File: src/fdk_params.svh
`ifndef FDK_PARAMS_SVH
`define FDK_PARAMS_SVH

// register byte offsets
`define FDK_OFS_ERASE_SEL     8'h00
`define FDK_OFS_FLASH_KEY     8'h04
`define FDK_OFS_DEST          8'h08
`define FDK_OFS_CTRL_STATUS   8'h0c
`define FDK_OFS_IRQ_STATUS    8'h10
`define FDK_OFS_IRQ_MASK      8'h14

// field positions
`define FDK_BIT_ERASE_PICK    0
`define FDK_BIT_DL_REQUEST    0
`define FDK_BIT_DEST_ERR      7
`define FDK_BIT_EV_DONE       0
`define FDK_BIT_EV_ERR        1
`define FDK_BIT_BUSY          2

// reset values
`define FDK_RST_ERASE_SEL     8'h00
`define FDK_RST_FLASH_KEY     8'h00
`define FDK_RST_DEST          8'h00

// key codes
`define FDK_KEY_DOWNLOAD      8'ha5
`define FDK_KEY_MODIFY        8'h5a

// destination codes and ram start addresses
`define FDK_DEST_CODE_MAX     7'h02
`define FDK_RAM_BASE_0        24'hff9000
`define FDK_RAM_BASE_1        24'hffa000
`define FDK_RAM_BASE_2        24'hffb000

// download length: 4 kbytes
`define FDK_DL_LAST           12'hfff

// axi responses
`define FDK_RESP_OKAY         2'b00
`define FDK_RESP_SLVERR       2'b10

`endif

File: src/fdk_pkg.sv
package fdk_pkg;

    typedef enum logic {
        FDK_CP_IDLE,
        FDK_CP_COPY
    } fdk_cp_state_e;

    typedef struct packed {
        logic        we;
        logic [23:0] addr;
        logic [7:0]  data;
    } fdk_ram_wr_s;

    typedef struct packed {
        logic        err;
        logic [6:0]  code;
    } fdk_dest_s;

endpackage : fdk_pkg

File: src/fdk_copier.sv
`timescale 1ns/1ps
`include "fdk_params.svh"

module fdk_copier (
    // clock and reset
    input  wire logic                clk_i,
    input  wire logic                rst_n_i,
    // control
    input  wire logic                start_i,
    input  wire logic [23:0]         base_i,
    output logic                     busy_o,
    output logic                     done_o,
    // routine source
    output logic [11:0]              src_addr_o,
    input  wire logic [7:0]          src_data_i,
    // ram write port
    output fdk_pkg::fdk_ram_wr_s     ram_wr_o
);
    import fdk_pkg::*;

    fdk_cp_state_e state_r;
    logic [23:0]   base_r;

    ////////////////////////////////////////////////////////////////////
    // sequencing
    always_ff @(posedge clk_i or negedge rst_n_i) begin
        if (!rst_n_i) begin
            state_r    <= FDK_CP_IDLE;
            base_r     <= 24'h000000;
            src_addr_o <= 12'h000;
            busy_o     <= 1'b0;
            done_o     <= 1'b0;
        end else begin
            done_o <= 1'b0;
            case (state_r)
                FDK_CP_IDLE: begin
                    if (start_i) begin
                        state_r    <= FDK_CP_COPY;
                        base_r     <= base_i;
                        src_addr_o <= 12'h000;
                        busy_o     <= 1'b1;
                    end
                end
                FDK_CP_COPY: begin
                    src_addr_o <= src_addr_o + 12'h001;
                    if (src_addr_o == `FDK_DL_LAST) begin
                        state_r <= FDK_CP_IDLE;
                        busy_o  <= 1'b0;
                        done_o  <= 1'b1;
                    end
                end
                default: begin
                    state_r <= FDK_CP_IDLE;
                    busy_o  <= 1'b0;
                end
            endcase
        end
    end

    ////////////////////////////////////////////////////////////////////
    // ram writes, one byte per cycle
    always_ff @(posedge clk_i or negedge rst_n_i) begin
        if (!rst_n_i) begin
            ram_wr_o <= '0;
        end else begin
            ram_wr_o.we <= (state_r == FDK_CP_COPY);
            ram_wr_o.addr <= base_r + {12'h000, src_addr_o};
            ram_wr_o.data <= src_data_i;
        end
    end

endmodule : fdk_copier

File: src/fdk_guard.sv
// How it works
// - erase select bits 7..1 read zero
// - erase select bit 0 writable, resets 0
// - erase select bit cleared when copy ends
// - download request needs key A5
// - flash modify enabled only by key 5A
// - other key values keep flash protected
// - eight-bit key register, resets 00
// - destination: error bit 7, code 6..0
// - code valid only from 00 to 02
// - bad code sets error, download abandoned
// - codes 00/01/02 map to three bases
// - download fills 4 kbytes from base
// - request bit always reads zero; busy shows in irq status bit 2
`timescale 1ns/1ps
`include "fdk_params.svh"

module fdk_guard (
    // clock and reset
    input  wire logic                clk_i,
    input  wire logic                rst_n_i,
    // axi4-lite write address
    input  wire logic                s_axi_awvalid,
    output logic                     s_axi_awready,
    input  wire logic [7:0]          s_axi_awaddr,
    // axi4-lite write data
    input  wire logic                s_axi_wvalid,
    output logic                     s_axi_wready,
    input  wire logic [31:0]         s_axi_wdata,
    input  wire logic [3:0]          s_axi_wstrb,
    // axi4-lite write response
    output logic                     s_axi_bvalid,
    input  wire logic                s_axi_bready,
    output logic [1:0]               s_axi_bresp,
    // axi4-lite read address
    input  wire logic                s_axi_arvalid,
    output logic                     s_axi_arready,
    input  wire logic [7:0]          s_axi_araddr,
    // axi4-lite read data
    output logic                     s_axi_rvalid,
    input  wire logic                s_axi_rready,
    output logic [31:0]              s_axi_rdata,
    output logic [1:0]               s_axi_rresp,
    // routine source
    output logic [11:0]              src_addr_o,
    output logic                     src_erase_o,
    input  wire logic [7:0]          src_data_i,
    // ram write port
    output fdk_pkg::fdk_ram_wr_s     ram_wr_o,
    // flash array guard
    output logic                     flash_modify_en_o,
    // interrupt
    output logic                     irq_o
);
    import fdk_pkg::*;

    ////////////////////////////////////////////////////////////////////
    // helpers
    function automatic logic code_ok(input logic [6:0] code);
        code_ok = (code <= `FDK_DEST_CODE_MAX);
    endfunction : code_ok

    function automatic logic [23:0] code_base(input logic [6:0] code);
        case (code[1:0])
            2'b00:   code_base = `FDK_RAM_BASE_0;
            2'b01:   code_base = `FDK_RAM_BASE_1;
            default: code_base = `FDK_RAM_BASE_2;
        endcase
    endfunction : code_base

    function automatic logic mapped(input logic [7:0] a);
        mapped = (a == `FDK_OFS_ERASE_SEL) || (a == `FDK_OFS_FLASH_KEY) ||
                 (a == `FDK_OFS_DEST) || (a == `FDK_OFS_CTRL_STATUS) ||
                 (a == `FDK_OFS_IRQ_STATUS) || (a == `FDK_OFS_IRQ_MASK);
    endfunction : mapped

    ////////////////////////////////////////////////////////////////////
    // state
    logic        aw_held_r;
    logic        w_held_r;
    logic [7:0]  awaddr_r;
    logic [31:0] wdata_r;
    logic [3:0]  wstrb_r;
    logic        erase_pick_r;
    logic [7:0]  key_r;
    fdk_dest_s   dest_r;
    logic [1:0]  irq_stat_r;
    logic [1:0]  irq_mask_r;
    logic        busy;
    logic        done;
    logic        wr_fire;
    logic        wr_lane0;
    logic        rd_fire;
    logic        req_wr;
    logic        dl_start;
    logic        dl_err;
    logic [1:0]  ev;
    logic        stat_clr;
    logic [7:0]  rd_val;

    assign wr_fire  = aw_held_r && w_held_r && !s_axi_bvalid;
    assign wr_lane0 = wr_fire && wstrb_r[0] && mapped(awaddr_r);
    assign rd_fire  = s_axi_arvalid && s_axi_arready;

    ////////////////////////////////////////////////////////////////////
    // axi write channels
    always_ff @(posedge clk_i or negedge rst_n_i) begin
        if (!rst_n_i) begin
            aw_held_r     <= 1'b0;
            awaddr_r      <= 8'h00;
            s_axi_awready <= 1'b0;
        end else begin
            s_axi_awready <= !aw_held_r && !(s_axi_awvalid && s_axi_awready);
            if (s_axi_awvalid && s_axi_awready) begin
                aw_held_r <= 1'b1;
                awaddr_r  <= s_axi_awaddr;
            end else if (wr_fire) begin
                aw_held_r <= 1'b0;
            end
        end
    end

    always_ff @(posedge clk_i or negedge rst_n_i) begin
        if (!rst_n_i) begin
            w_held_r     <= 1'b0;
            wdata_r      <= 32'h00000000;
            wstrb_r      <= 4'h0;
            s_axi_wready <= 1'b0;
        end else begin
            s_axi_wready <= !w_held_r && !(s_axi_wvalid && s_axi_wready);
            if (s_axi_wvalid && s_axi_wready) begin
                w_held_r <= 1'b1;
                wdata_r  <= s_axi_wdata;
                wstrb_r  <= s_axi_wstrb;
            end else if (wr_fire) begin
                w_held_r <= 1'b0;
            end
        end
    end

    always_ff @(posedge clk_i or negedge rst_n_i) begin
        if (!rst_n_i) begin
            s_axi_bvalid <= 1'b0;
            s_axi_bresp  <= `FDK_RESP_OKAY;
        end else if (wr_fire) begin
            s_axi_bvalid <= 1'b1;
            s_axi_bresp  <= mapped(awaddr_r) ? `FDK_RESP_OKAY
                                             : `FDK_RESP_SLVERR;
        end else if (s_axi_bready) begin
            s_axi_bvalid <= 1'b0;
        end
    end

    ////////////////////////////////////////////////////////////////////
    // axi read channels
    always_comb begin
        rd_val = 8'h00;
        case (s_axi_araddr)
            `FDK_OFS_ERASE_SEL:   rd_val = {7'h00, erase_pick_r};
            `FDK_OFS_FLASH_KEY:   rd_val = key_r;
            `FDK_OFS_DEST:        rd_val = dest_r;
            `FDK_OFS_IRQ_STATUS:  rd_val = {5'h00, busy, irq_stat_r};
            `FDK_OFS_IRQ_MASK:    rd_val = {6'h00, irq_mask_r};
            default:              rd_val = 8'h00;
        endcase
    end

    always_ff @(posedge clk_i or negedge rst_n_i) begin
        if (!rst_n_i) begin
            s_axi_arready <= 1'b0;
            s_axi_rvalid  <= 1'b0;
            s_axi_rdata   <= 32'h00000000;
            s_axi_rresp   <= `FDK_RESP_OKAY;
        end else begin
            s_axi_arready <= !s_axi_rvalid && !rd_fire;
            if (rd_fire) begin
                s_axi_rvalid <= 1'b1;
                s_axi_rdata  <= {24'h000000, rd_val};
                s_axi_rresp  <= mapped(s_axi_araddr) ? `FDK_RESP_OKAY
                                                     : `FDK_RESP_SLVERR;
            end else if (s_axi_rready) begin
                s_axi_rvalid <= 1'b0;
            end
        end
    end

    ////////////////////////////////////////////////////////////////////
    // download request decode
    assign req_wr = wr_lane0 && (awaddr_r == `FDK_OFS_CTRL_STATUS) &&
                    wdata_r[`FDK_BIT_DL_REQUEST] &&
                    (key_r == `FDK_KEY_DOWNLOAD) && !busy;
    assign dl_start = req_wr && code_ok(dest_r.code);
    assign dl_err   = req_wr && !code_ok(dest_r.code);

    ////////////////////////////////////////////////////////////////////
    // erase routine select
    always_ff @(posedge clk_i or negedge rst_n_i) begin
        if (!rst_n_i) begin
            erase_pick_r <= 1'(`FDK_RST_ERASE_SEL);
        end else if (wr_lane0 && (awaddr_r == `FDK_OFS_ERASE_SEL)) begin
            erase_pick_r <= wdata_r[`FDK_BIT_ERASE_PICK];
        end else if (done) begin
            erase_pick_r <= 1'b0;
        end
    end

    assign src_erase_o = erase_pick_r;

    ////////////////////////////////////////////////////////////////////
    // key register
    always_ff @(posedge clk_i or negedge rst_n_i) begin
        if (!rst_n_i) begin
            key_r <= `FDK_RST_FLASH_KEY;
        end else if (wr_lane0 && (awaddr_r == `FDK_OFS_FLASH_KEY)) begin
            key_r <= wdata_r[7:0];
        end
    end

    always_ff @(posedge clk_i or negedge rst_n_i) begin
        if (!rst_n_i) begin
            flash_modify_en_o <= 1'b0;
        end else begin
            flash_modify_en_o <= (key_r == `FDK_KEY_MODIFY);
        end
    end

    ////////////////////////////////////////////////////////////////////
    // transfer destination
    always_ff @(posedge clk_i or negedge rst_n_i) begin
        if (!rst_n_i) begin
            dest_r <= `FDK_RST_DEST;
        end else begin
            if (wr_lane0 && (awaddr_r == `FDK_OFS_DEST)) begin
                dest_r.code <= wdata_r[6:0];
            end
            if (dl_err) begin
                dest_r.err <= 1'b1;
            end else if (wr_lane0 && (awaddr_r == `FDK_OFS_DEST)) begin
                dest_r.err <= wdata_r[`FDK_BIT_DEST_ERR];
            end
        end
    end

    ////////////////////////////////////////////////////////////////////
    // download engine
    fdk_copier u_copier (
        .clk_i      (clk_i),
        .rst_n_i    (rst_n_i),
        .start_i    (dl_start),
        .base_i     (code_base(dest_r.code)),
        .busy_o     (busy),
        .done_o     (done),
        .src_addr_o (src_addr_o),
        .src_data_i (src_data_i),
        .ram_wr_o   (ram_wr_o)
    );

    ////////////////////////////////////////////////////////////////////
    // interrupts
    assign ev = {dl_err, done};
    assign stat_clr = rd_fire && (s_axi_araddr == `FDK_OFS_IRQ_STATUS);

    always_ff @(posedge clk_i or negedge rst_n_i) begin
        if (!rst_n_i) begin
            irq_stat_r <= 2'b00;
        end else begin
            irq_stat_r <= (stat_clr ? 2'b00 : irq_stat_r) | ev;
        end
    end

    always_ff @(posedge clk_i or negedge rst_n_i) begin
        if (!rst_n_i) begin
            irq_mask_r <= 2'b00;
        end else if (wr_lane0 && (awaddr_r == `FDK_OFS_IRQ_MASK)) begin
            irq_mask_r <= wdata_r[1:0];
        end
    end

    always_ff @(posedge clk_i or negedge rst_n_i) begin
        if (!rst_n_i) begin
            irq_o <= 1'b0;
        end else begin
            irq_o <= |(irq_stat_r & irq_mask_r);
        end
    end

endmodule : fdk_guard

File: config.mk
export PLATFORM = sky130hd
export DESIGN_NAME = fdk_guard
export DESIGN_NICKNAME = d
export VERILOG_FILES = /design/src/fdk_pkg.sv /design/src/fdk_copier.sv /design/src/fdk_guard.sv
export VERILOG_INCLUDE_DIRS = /design/src
export SDC_FILE = /design/constraint.sdc
export NUM_CORES = 1
export LEC_CHECK = 0
export BUFFER_PORTS_ARGS = -buffer_cell sky130_fd_sc_hd__buf_2
export CORE_ASPECT_RATIO = 1.5
export CORE_MARGIN = 10
export CORE_UTILIZATION = 54
export CTS_CLUSTER_DIAMETER = 200
export DETAILED_ROUTE_END_ITERATION = 10
export PLACE_DENSITY = 0.79
export SLEW_MARGIN = 20
export SYNTH_ARGS = -nofsm -noshare
export SYNTH_HDL_FRONTEND = slang
export SYNTH_HIERARCHICAL = 1
export SYNTH_SLANG_ARGS = --single-unit
File: constraint.sdc
create_clock -name clk_i -period 2.66 [get_ports clk_i]
set_input_delay 0.399 -clock clk_i [delete_from_list [all_inputs] [get_ports clk_i]]
set_output_delay 0.399 -clock clk_i [all_outputs]
set_load 0.1 [all_outputs]
# ---- Word-level counts from Yosys, hierarchy flattened
# Cells that the tools add are included.
dict set report word_totals {
  register_bits 131
  latchBits 0
  mem_bits_rw 0
  mem_bits_ro 0
  wordCells 129
  n_memories 0
}
dict set report classes {
  add_sub_neg 2
  n_mul 0
  div 0
  magnitude_cmp 1
  n_eq_ne 16
  shift 0
  mux 26
  n_bitwise 3
  n_reduce_logical 52
}
# cell count
set op_table {}
lappend op_table {{case mux 8 bit (5 select lines)} 1}
lappend op_table {{== test 8 x 4 -> 1 bit (second input constant)} 4}
lappend op_table {{== test 8 x 5 -> 1 bit (second input constant)} 4}
lappend op_table {{case mux 14 bit (2 select lines)} 1}
lappend op_table {{adder 24 x 12 -> 24 bit} 1}
lappend op_table {{case mux 12 bit (2 select lines)} 1}
lappend op_table {{logical AND 1 bit} 21}
lappend op_table {{two-way mux 1 bit} 17}
lappend op_table {{== test 8 x 3 -> 1 bit (second input constant)} 2}
lappend op_table {{logical NOT 8 bit} 2}
lappend op_table {{adder 12 x 1 -> 12 bit (second input constant)} 1}
lappend op_table {{== test 12 bit (second input constant)} 1}
lappend op_table {{two-way mux 12 bit} 1}
lappend op_table {{nonzero test 2 bit} 6}
lappend op_table {{logical OR 1 bit} 10}
lappend op_table {{logical NOT 1 bit} 9}
lappend op_table {{== test 8 x 7 -> 1 bit (second input constant)} 1}
lappend op_table {{== test 8 bit (second input constant)} 1}
lappend op_table {{<= comparator 7 x 2 -> 1 bit (second input constant)} 1}
lappend op_table {{two-way mux 2 bit} 3}
lappend op_table {{!= test 2 bit (second input constant)} 2}
lappend op_table {{case mux 1 bit (2 select lines)} 2}
lappend op_table {{AND reduction 2 bit} 2}
lappend op_table {{AND 2 bit} 1}
lappend op_table {{5 further kinds} 5}

# ---- Depth between registers and ports, before layout
# Gate-level depths: netlist of run 1.
dict set report logic_depth {
  depth_word 14
  ltp_mapped 10
  ltp_nobuf 8
}

# ---- Cells and area by module
# Netlist of run 1, hierarchy kept.
# module instances cells_per_inst area_each_um2
set by_module_without_submodules {}
lappend by_module_without_submodules {fdk_copier 1 316 3205.6}
lappend by_module_without_submodules {fdk_guard 1 220 2678.8}

# ---- Worst setup path before layout of run 1
# No wires, ideal clock.
dict set report synth_timing {
  kind {reg2reg}
  from {register u_copier.src_addr_o[0]}
  to {register u_copier/ram_wr_o[22] (netlist name)}
  setup_ns 0.129
  arrival_time_ns 2.514
  required_ns 2.531
  setup_slack_ns 0.016
  path_stages_with_launch 9
  synth_period_minus_slack_ns 2.644
  cell_sequence {dfrtp_1 -> ha_1 -> fa_1 -> a21oi_1 -> o211ai_2 -> o211ai_1 -> o21ai_0 -> a211oi_1 -> nor2_1}
}
dict set report synth_between {
  elab_chain_len 1
}
# element line_no
set synth_rtl {}
lappend synth_rtl {{start: declaration} fdk_copier.sv:14} ;# output logic [11:0] src_addr_o,
lappend synth_rtl {{start signal: assignment} fdk_copier.sv:45} ;# src_addr_o <= src_addr_o + 12'h001;
lappend synth_rtl {{adder 24 x 12 -> 24 bit} fdk_copier.sv:67} ;# ram_wr_o.addr <= base_r + {12'h000, src_addr_o};
# Every way passes these cells.
# A chain may end at the register's enable or synchronous reset.

# ---- Worst setup path in the final report of run 1
dict set report layout_timing {
  from {register u_copier.src_addr_o[0]}
  to {register u_copier/ram_wr_o[22] (netlist name)}
}
dict set report layout_between {
  elab_chain_len 1
}
# element line_no
set layout_rtl {}
lappend layout_rtl {{adder 24 x 12 -> 24 bit} fdk_copier.sv:67}
# Every way passes these cells.

==> key figures, run 1 <==
Die
  – Die X-Extent: 105.2 um
  – CORE AREA: 10650 um2
  – Ports: 156
  – Effective utilization at floorplan: 55.26%
  – Die height: 147.9 um
  – Die footprint: 15560 um2
  – # rows: 46

Power and ir drop
  – Leak Pwr: 3.495 nW
  – Pwr Total: 0.005689 W
  – Seq pwr share: 42.2%
  – Maximum vdd drop: 0.7657 mV
  – Sw frac: 31.65%
  – Pwr/cell area: 793.2 nW/um2
  – Clk pwr share: 39.4%
  – Internal: 0.003889 W
  – Power share of the combinational group: 18.4%
  – Psw: 0.001801 W

Setup path
  – CP arrival: 2.83 ns
  – Kind of critical path: flip-flop to flip-flop
  – Worst-path maximum fanout: 6
  – CP Capture Type: flip-flop
  – CP Cell Sequence: ha_1, fa_1, a21oi_1, o211ai_2, o211ai_1, o21ai_0, a211oi_1, nor2_1
  – Startpoint Class: flip-flop
  – Worst Path Required: 2.93 ns
  – Slowest stage delay, CP: 0.45 ns
  – Slowest cell on crit path: dfrtp_1

Global route
  – Largest net degree at the start of global routing: 130
  – GRT overflow: 0
  – Antenna violations before repair: 0
  – Tot GR Track Use: 17.56%
  – Vias in the first global route: 4708
  – First-pass GRT wire length: 22330 um

Clock network
  – Number of setup buffers added after CTS: 0
  – TritonCTS clock tree: done
  – CTS Root Cell: clkbuf_16
  – PostCTS Resize Cnt: 0
  – Max Root-Sink Buffers: 2
  – Cts bufs inserted: 17
  – Worst skew pair latency: 0.41 ns
  – Worst-path clk slew: 0.06 ns
  – Hold buffer count at CTS: 0
  – Htree depth: 4
  – Clock sink count: 129

Cells and area
  – Most common cell after layout, fill and taps aside: dfrtp_1
  – N_diodes: 0
  – Final net count: 753
  – FF/Latch Area: 3228 um2
  – Fillers: 837
  – Area Growth Syn to Fin: 21.90%
  – Fin cells: 829
  – Most frequent cells in the layout: 129 x dfrtp_1, 103 x nand2_1, 101 x buf_2
  – Area of the multi-input gates: 2529 um2
  – Layout cells sized above 1: 28.32%

Placement
  – Place WS: 0.2276 ns
  – Placed cell count: 797
  – Buffers on Ports: 102
  – Dpl hpwl: 9796 um
  – Routability Congestion: 0.8170

Routing
  – Via/cell ratio: 5.258
  – Met3 routed WL: 802 um
  – Max Used Layer: met4
  – M1 wire length: 4982 um
  – Routed wire per std cell: 16.17 um
  – Met2 routed WL: 7282 um
  – DRT antenna net count: 0
  – DRC violation total after the first TritonRoute iteration: 198
  – Pre-Repair DR Iteration Count: 4
  – # DRC: 0
  – Drt total wl: 13410 um
  – DR vias: 4359

STA
  – RSZ-0062 raised after global routing: no
  – Skew final: 0.008106 ns
  – Slew headroom: 54.35%
  – Final Critical Period: 2.558 ns
  – Fmax: 0.3909 GHz
  – Worst setup margin: 0.1018 ns
  – Final period utilization: 96.17%
  – # setup viols final: 0
  – Slew Viols, Final: 0
  – TNS Setup: 0 ns
  – Final Hold Fails: 0
  – Worst-Margin Slew: 0.6847 ns

Logic synthesis
  – EDFF count, synth: 0
  – Ys async rst share: 100.0%
  – Mapped Cells: 536
  – Yosys cell types: 55
  – Ys Warns: 6
  – Area leader, netlist: dfrtp_1
  – Sequential area share after synthesis: 54.86%
  – Synth top area share: 54.86%
  – Post-synth top flop: dfrtp_1
  – Syn avg cell area: 10.98 um2
  – Mapped Area: 5884 um2
  – Flop and latch count out of synthesis: 129
  – Top cells by area, synth: dfrtp_1 55%, mux2_2 6.9%, nand2_1 6.6%

Job
  – Max-Cap Viols: 0

Status
  – Status: finished, final reports clean

Worst hold path
  – Worst hold path class: input port to asynchronous set/reset pin
## state kept, by name, summed over array words and instances, names as in the netlist, 2 cells and up
name and count:
u_copier/ram_wr_o 33, dest_r 8, irq_mask_r 2, awaddr_r 8, wdata_r 8, s_axi_rdata 8
u_copier/base_r 24, irq_stat_r 2, u_copier/src_addr_o 12, key_r 8
## metal layers
| layer | global-route usage [%] | vias up |
|---|---|---|
| met5 | 0 | - |
| met4 | 7.782 | 0 |
| met3 | 5.918 | 33 |
| met2 | 31.84 | 147 |
| met1 | 17.67 | 2114 |
| li1 | - | 2065 |
## power by group through the flow
stage / logic (W) / registers, W / clock network [W]
CTS: 0.00106 / 0.00240 / 0.00227
global route: 0.00112 / 0.00244 / 0.00237
global placement: 0.00102 / 0.00241 / 0
finish: 0.00105 / 0.00240 / 0.00224
detailed placement: 0.00105 / 0.00243 / 0
floorplan: 0.000540 / 0.00271 / 0
## final cells by class
class                      instances  share of cell area, %
sequential                       129                  45.00
multi-input combinational        401                  35.25
timing repair buffer             114                  8.756
clock buffer                      22                  6.471
tap                              144                  2.512
clock inverter                    10                  1.535
inverter                           9                 0.4710
## worst max-delay path: cells and delay by family, from the launching register on
kind            cells  cell delay, ns
compound gates      5            1.20
fa+ha+maj           2            0.70
flops               1            0.45
simple gates        1            0.08
## synth_stat cells (10+ instances only)
master	number
dfrtp_1	129
nand2_1	103
mux2_2	36
buf_4	26
nor2_1	22
o21ai_0	20
a21oi_1	17
xnor2_1	16
a22o_1	13
ha_1	13
nand3_1	13
clkbuf_1	11
nand4_1	10
## final timing paths
kind                                          to                   start  cells after the start  slack, ns
max                        u_copier/ram_wr_o[22]  u_copier/src_addr_o[0]                      8       0.10
min                        u_copier/ram_wr_o[11]                 rst_n_i                      2       0.07
max reg2reg                u_copier/ram_wr_o[22]  u_copier/src_addr_o[0]                      8       0.10
min reg2reg                        s_axi_arready            s_axi_rvalid                      1       0.46
max in group asynchronous    u_copier/base_r[15]                 rst_n_i                      2       2.05
min in group clk_i          u_copier/ram_wr_o[3]           src_data_i[3]                      1       0.09
## cell families (layout without fill, tap and decap cells)
group / Yosys count / after routing / synth area share, %
other: 2 / 48 / 0.1276
adder cells (fa/ha/maj): 14 / 14 / 3.104
XOR/XNOR: 19 / 19 / 2.828
AO/OA/AOI/OAI: 86 / 86 / 10.27
buffers and inverters: 52 / 155 / 5.103
AND/OR/NAND/NOR: 191 / 191 / 15.63
flip-flops: 129 / 129 / 54.86
multiplexers: 43 / 43 / 8.080
## stage by stage
stage	hold WS (ns)	area, um2	util, %
2_1_floorplan	0.1034	6057	-
3_3_place_gp	0.4426	6599	61.97
3_5_place_dp	0.4478	6599	61.97
4_1_cts	0.07698	7173	67.37
5_1_grt	0.07729	7173	67.37
6_report	0.06692	7173	67.37
No activity file was read; power rests on OpenSTA's default activity.
==> run 2, diff against run 1 <==
--- a/config.mk
+++ b/config.mk
@@ -8,7 +8,9 @@
 export LEC_CHECK = 0
 export BUFFER_PORTS_ARGS = -buffer_cell sky130_fd_sc_hd__buf_2
+export CELL_PAD_IN_SITES_DETAIL_PLACEMENT = 2
+export CELL_PAD_IN_SITES_GLOBAL_PLACEMENT = 2
 export CORE_ASPECT_RATIO = 1.5
 export CORE_MARGIN = 10
-export CORE_UTILIZATION = 54
+export CORE_UTILIZATION = 34
 export CTS_CLUSTER_DIAMETER = 200
 export DETAILED_ROUTE_END_ITERATION = 10
==> constraint.sdc (replaced) <==
create_clock -name clk_i -period 2.66 [get_ports clk_i]
set_input_delay 0.532 -clock clk_i [delete_from_list [all_inputs] [get_ports clk_i]]
set_output_delay 0.532 -clock clk_i [all_outputs]
set_load 0.1 [all_outputs]
==> run 2 against run 1 <==
Critical path type unchanged. Critical path depth unchanged. Register-to-register slack better by 0.11 ns. Non-clock buffer count unchanged. Core utilization down 24 points. Fmax up 4.4%. Global-route usage down 1.7 points. Sequential share of layout area down 0.61 points. Combinational power up 4%. Total power up 2.0%.
==> key figures, run 2 (synthesis results as in run 1) <==
Power and ir drop
  – Seq pwr share: 41.7% (was 42.2%)
  – Pwr Total: 0.005805 W (was 0.005689 W)
  – Clk pwr share: 39.6% (was 39.4%)
  – Internal: 0.003878 W (was 0.003889 W)
  – Pwr/cell area: 798.3 nW/um2 (was 793.2 nW/um2)
  – Sw frac: 33.20% (was 31.65%)
  – Power share of the combinational group: 18.7% (was 18.4%)
  – Psw: 0.001928 W (was 0.001801 W)
  – Maximum vdd drop: 0.7078 mV (was 0.7657 mV)
  – Leak Pwr: 3.493 nW (was 3.495 nW)

Job
  – Max-Cap Viols: 0 (unchanged)

Setup path
  – Slowest stage delay, CP: 0.41 ns (was 0.45 ns)
  – Critical path's top delay family: compound AO/OA/AOI/OAI gates (unchanged)
  – WP buf/inv: 0 (unchanged)
  – Kind of critical path: flip-flop to flip-flop (unchanged)
  – Startpoint Class: flip-flop (unchanged)
  – CP arrival: 2.74 ns (was 2.83 ns)
  – Worst-path maximum fanout: 3 (was 6)
  – CP Capture Type: flip-flop (unchanged)
  – Slowest cell on crit path: fa_1 (was dfrtp_1)
  – CP Cell Sequence: ha_1, fa_1, a21oi_1, o211ai_2, o211ai_1, o21ai_0, a211oi_1, nor2_1 (unchanged)
  – FF-to-FF setup slack: 0.21 ns (was 0.10 ns)
  – Worst Path Required: 2.95 ns (was 2.93 ns)

Worst hold path
  – Worst hold path class: input port to asynchronous set/reset pin (unchanged)

Global route
  – GRT overflow: 0 (unchanged)
  – Vias in the first global route: 5342 (was 4708)
  – First-pass GRT wire length: 28970 um (was 22330 um)
  – Antenna violations before repair: 0 (unchanged)
  – Tot GR Track Use: 15.86% (was 17.56%)
  – Largest net degree at the start of global routing: 57 (was 130)

Clock network
  – Clock sink count: 129 (unchanged)
  – Max Root-Sink Buffers: 2 (unchanged)
  – Worst skew pair latency: 0.42 ns (was 0.41 ns)
  – TritonCTS clock tree: done (unchanged)
  – Worst-path clk slew: 0.06 ns (about the same)
  – Htree depth: 4 (unchanged)
  – Cts bufs inserted: 17 (unchanged)
  – CTS Root Cell: clkbuf_16 (unchanged)
  – Hold buffer count at CTS: 0 (unchanged)

STA
  – Final Hold Fails: 0 (unchanged)
  – Skew final: 0.008171 ns (was 0.008106 ns)
  – Slew Viols, Final: 0 (unchanged)
  – Slew headroom: 57.15% (was 54.35%)
  – RSZ-0062 raised after global routing: no (unchanged)
  – Final Critical Period: 2.451 ns (was 2.558 ns)
  – Final period utilization: 92.13% (was 96.17%)
  – Worst-Margin Slew: 0.6369 ns (was 0.6847 ns)
  – TNS Setup: 0 ns (unchanged)
  – # setup viols final: 0 (unchanged)
  – Fmax: 0.4080 GHz (was 0.3909 GHz)

Cells and area
  – Final net count: 753 (unchanged)
  – Final Util: 43.01% (was 67.37%)
  – Most frequent cells in the layout: 129 x dfrtp_1, 103 x nand2_1, 101 x buf_2 (unchanged)
  – Most common cell after layout, fill and taps aside: dfrtp_1 (unchanged)
  – Area Growth Syn to Fin: 23.58% (was 21.90%)
  – Most flop-heavy register: u_copier/ram_wr_o (unchanged)
  – Fillers: 1814 (was 837)
  – Layout cells sized above 1: 28.76% (was 28.32%)
  – Max FFs per register: 33 (unchanged)
  – N_diodes: 0 (unchanged)
  – Largest regs: u_copier/ram_wr_o: 33 flops, u_copier/base_r: 24 flops, u_copier/src_addr_o: 12 flops (unchanged)

Routing
  – Drt total wl: 17670 um (was 13410 um)
  – # DRC: 0 (unchanged)
  – DRT antenna net count: 0 (unchanged)
  – Via/cell ratio: 5.041 (was 5.258)
  – DR vias: 4512 (was 4359)
  – Routed wire per std cell: 19.75 um (was 16.17 um)
  – Pre-Repair DR Iteration Count: 4 (unchanged)
  – DRC violation total after the first TritonRoute iteration: 207 (was 198)

Die
  – Die footprint: 23080 um2 (was 15560 um2)
  – Die height: 181.1 um (was 147.9 um)
  – Die X-Extent: 127.4 um (was 105.2 um)
  – CORE AREA: 16910 um2 (was 10650 um2)
  – Ports: 156 (unchanged)
  – # rows: 58 (was 46)
  – Effective utilization at floorplan: 34.80% (was 55.26%)

Status
  – Status: finished, final reports clean (unchanged)

Placement
  – Dpl hpwl: 12960 um (was 9796 um)
  – Buffers on Ports: 102 (unchanged)
  – Routability Congestion: 0.8263 (was 0.8170)
[run 2: what timing repair did]
item	in CTS	in global routing
setup buffers	0	0
setup endpoints to repair	0	34
resized for setup	0	2
[run 2: area by class of cell]
type	instances	area [um2]	area share, %
clock inverter	12	135.1	1.858
timing repair buffer	114	628.1	8.637
tap	210	262.8	3.613
sequential	129	3228	44.39
clock buffer	20	446.7	6.142
multi-input combinational	401	2537	34.89
inverter	9	33.78	0.4646
[run 2: layer usage]
layer	vias to the layer above	part of all wire, %	global-route usage, %
met4	0	2.6	6.578
met1	2335	36	15.37
li1	2057	-	-
met3	24	4.4	4.248
met2	96	57	30.21
met5	-	0	0
[run 2: final timing paths]
path,from,end,cells after the start
max,u_copier/src_addr_o[0],u_copier/ram_wr_o[22],8
max in group asynchronous,rst_n_i,s_axi_rdata[5],2
min,rst_n_i,awaddr_r[1],1
min in group clk_i,src_data_i[2],u_copier/ram_wr_o[2],1
min reg2reg,s_axi_rvalid,s_axi_arready,1
max reg2reg,u_copier/src_addr_o[0],u_copier/ram_wr_o[22],8
[run 2: power groups by stage]
stage	logic, W	registers (W)	clock network, W
2_1_floorplan	0.000540	0.00271	0
3_3_place_gp	0.00104	0.00242	0
3_5_place_dp	0.00107	0.00245	0
4_1_cts	0.00109	0.00243	0.00236
5_1_grt	0.00116	0.00246	0.00244
6_report	0.00109	0.00242	0.00230
[run 2: through the flow]
stage / setup slack [ns] / std cells / cell area, um2 / hold slack, ns
4_1_cts: 0.02414 / 895 / 7263 / 0.08153
3_3_place_gp: 0.2309 / 863 / 6681 / 0.4437
3_5_place_dp: 0.06872 / 863 / 6681 / 0.4510
5_1_grt: 0.03296 / 895 / 7272 / 0.09458
6_report: 0.2093 / 895 / 7272 / 0.08826
2_1_floorplan: 0.01635 / 582 / 6057 / 0.2364
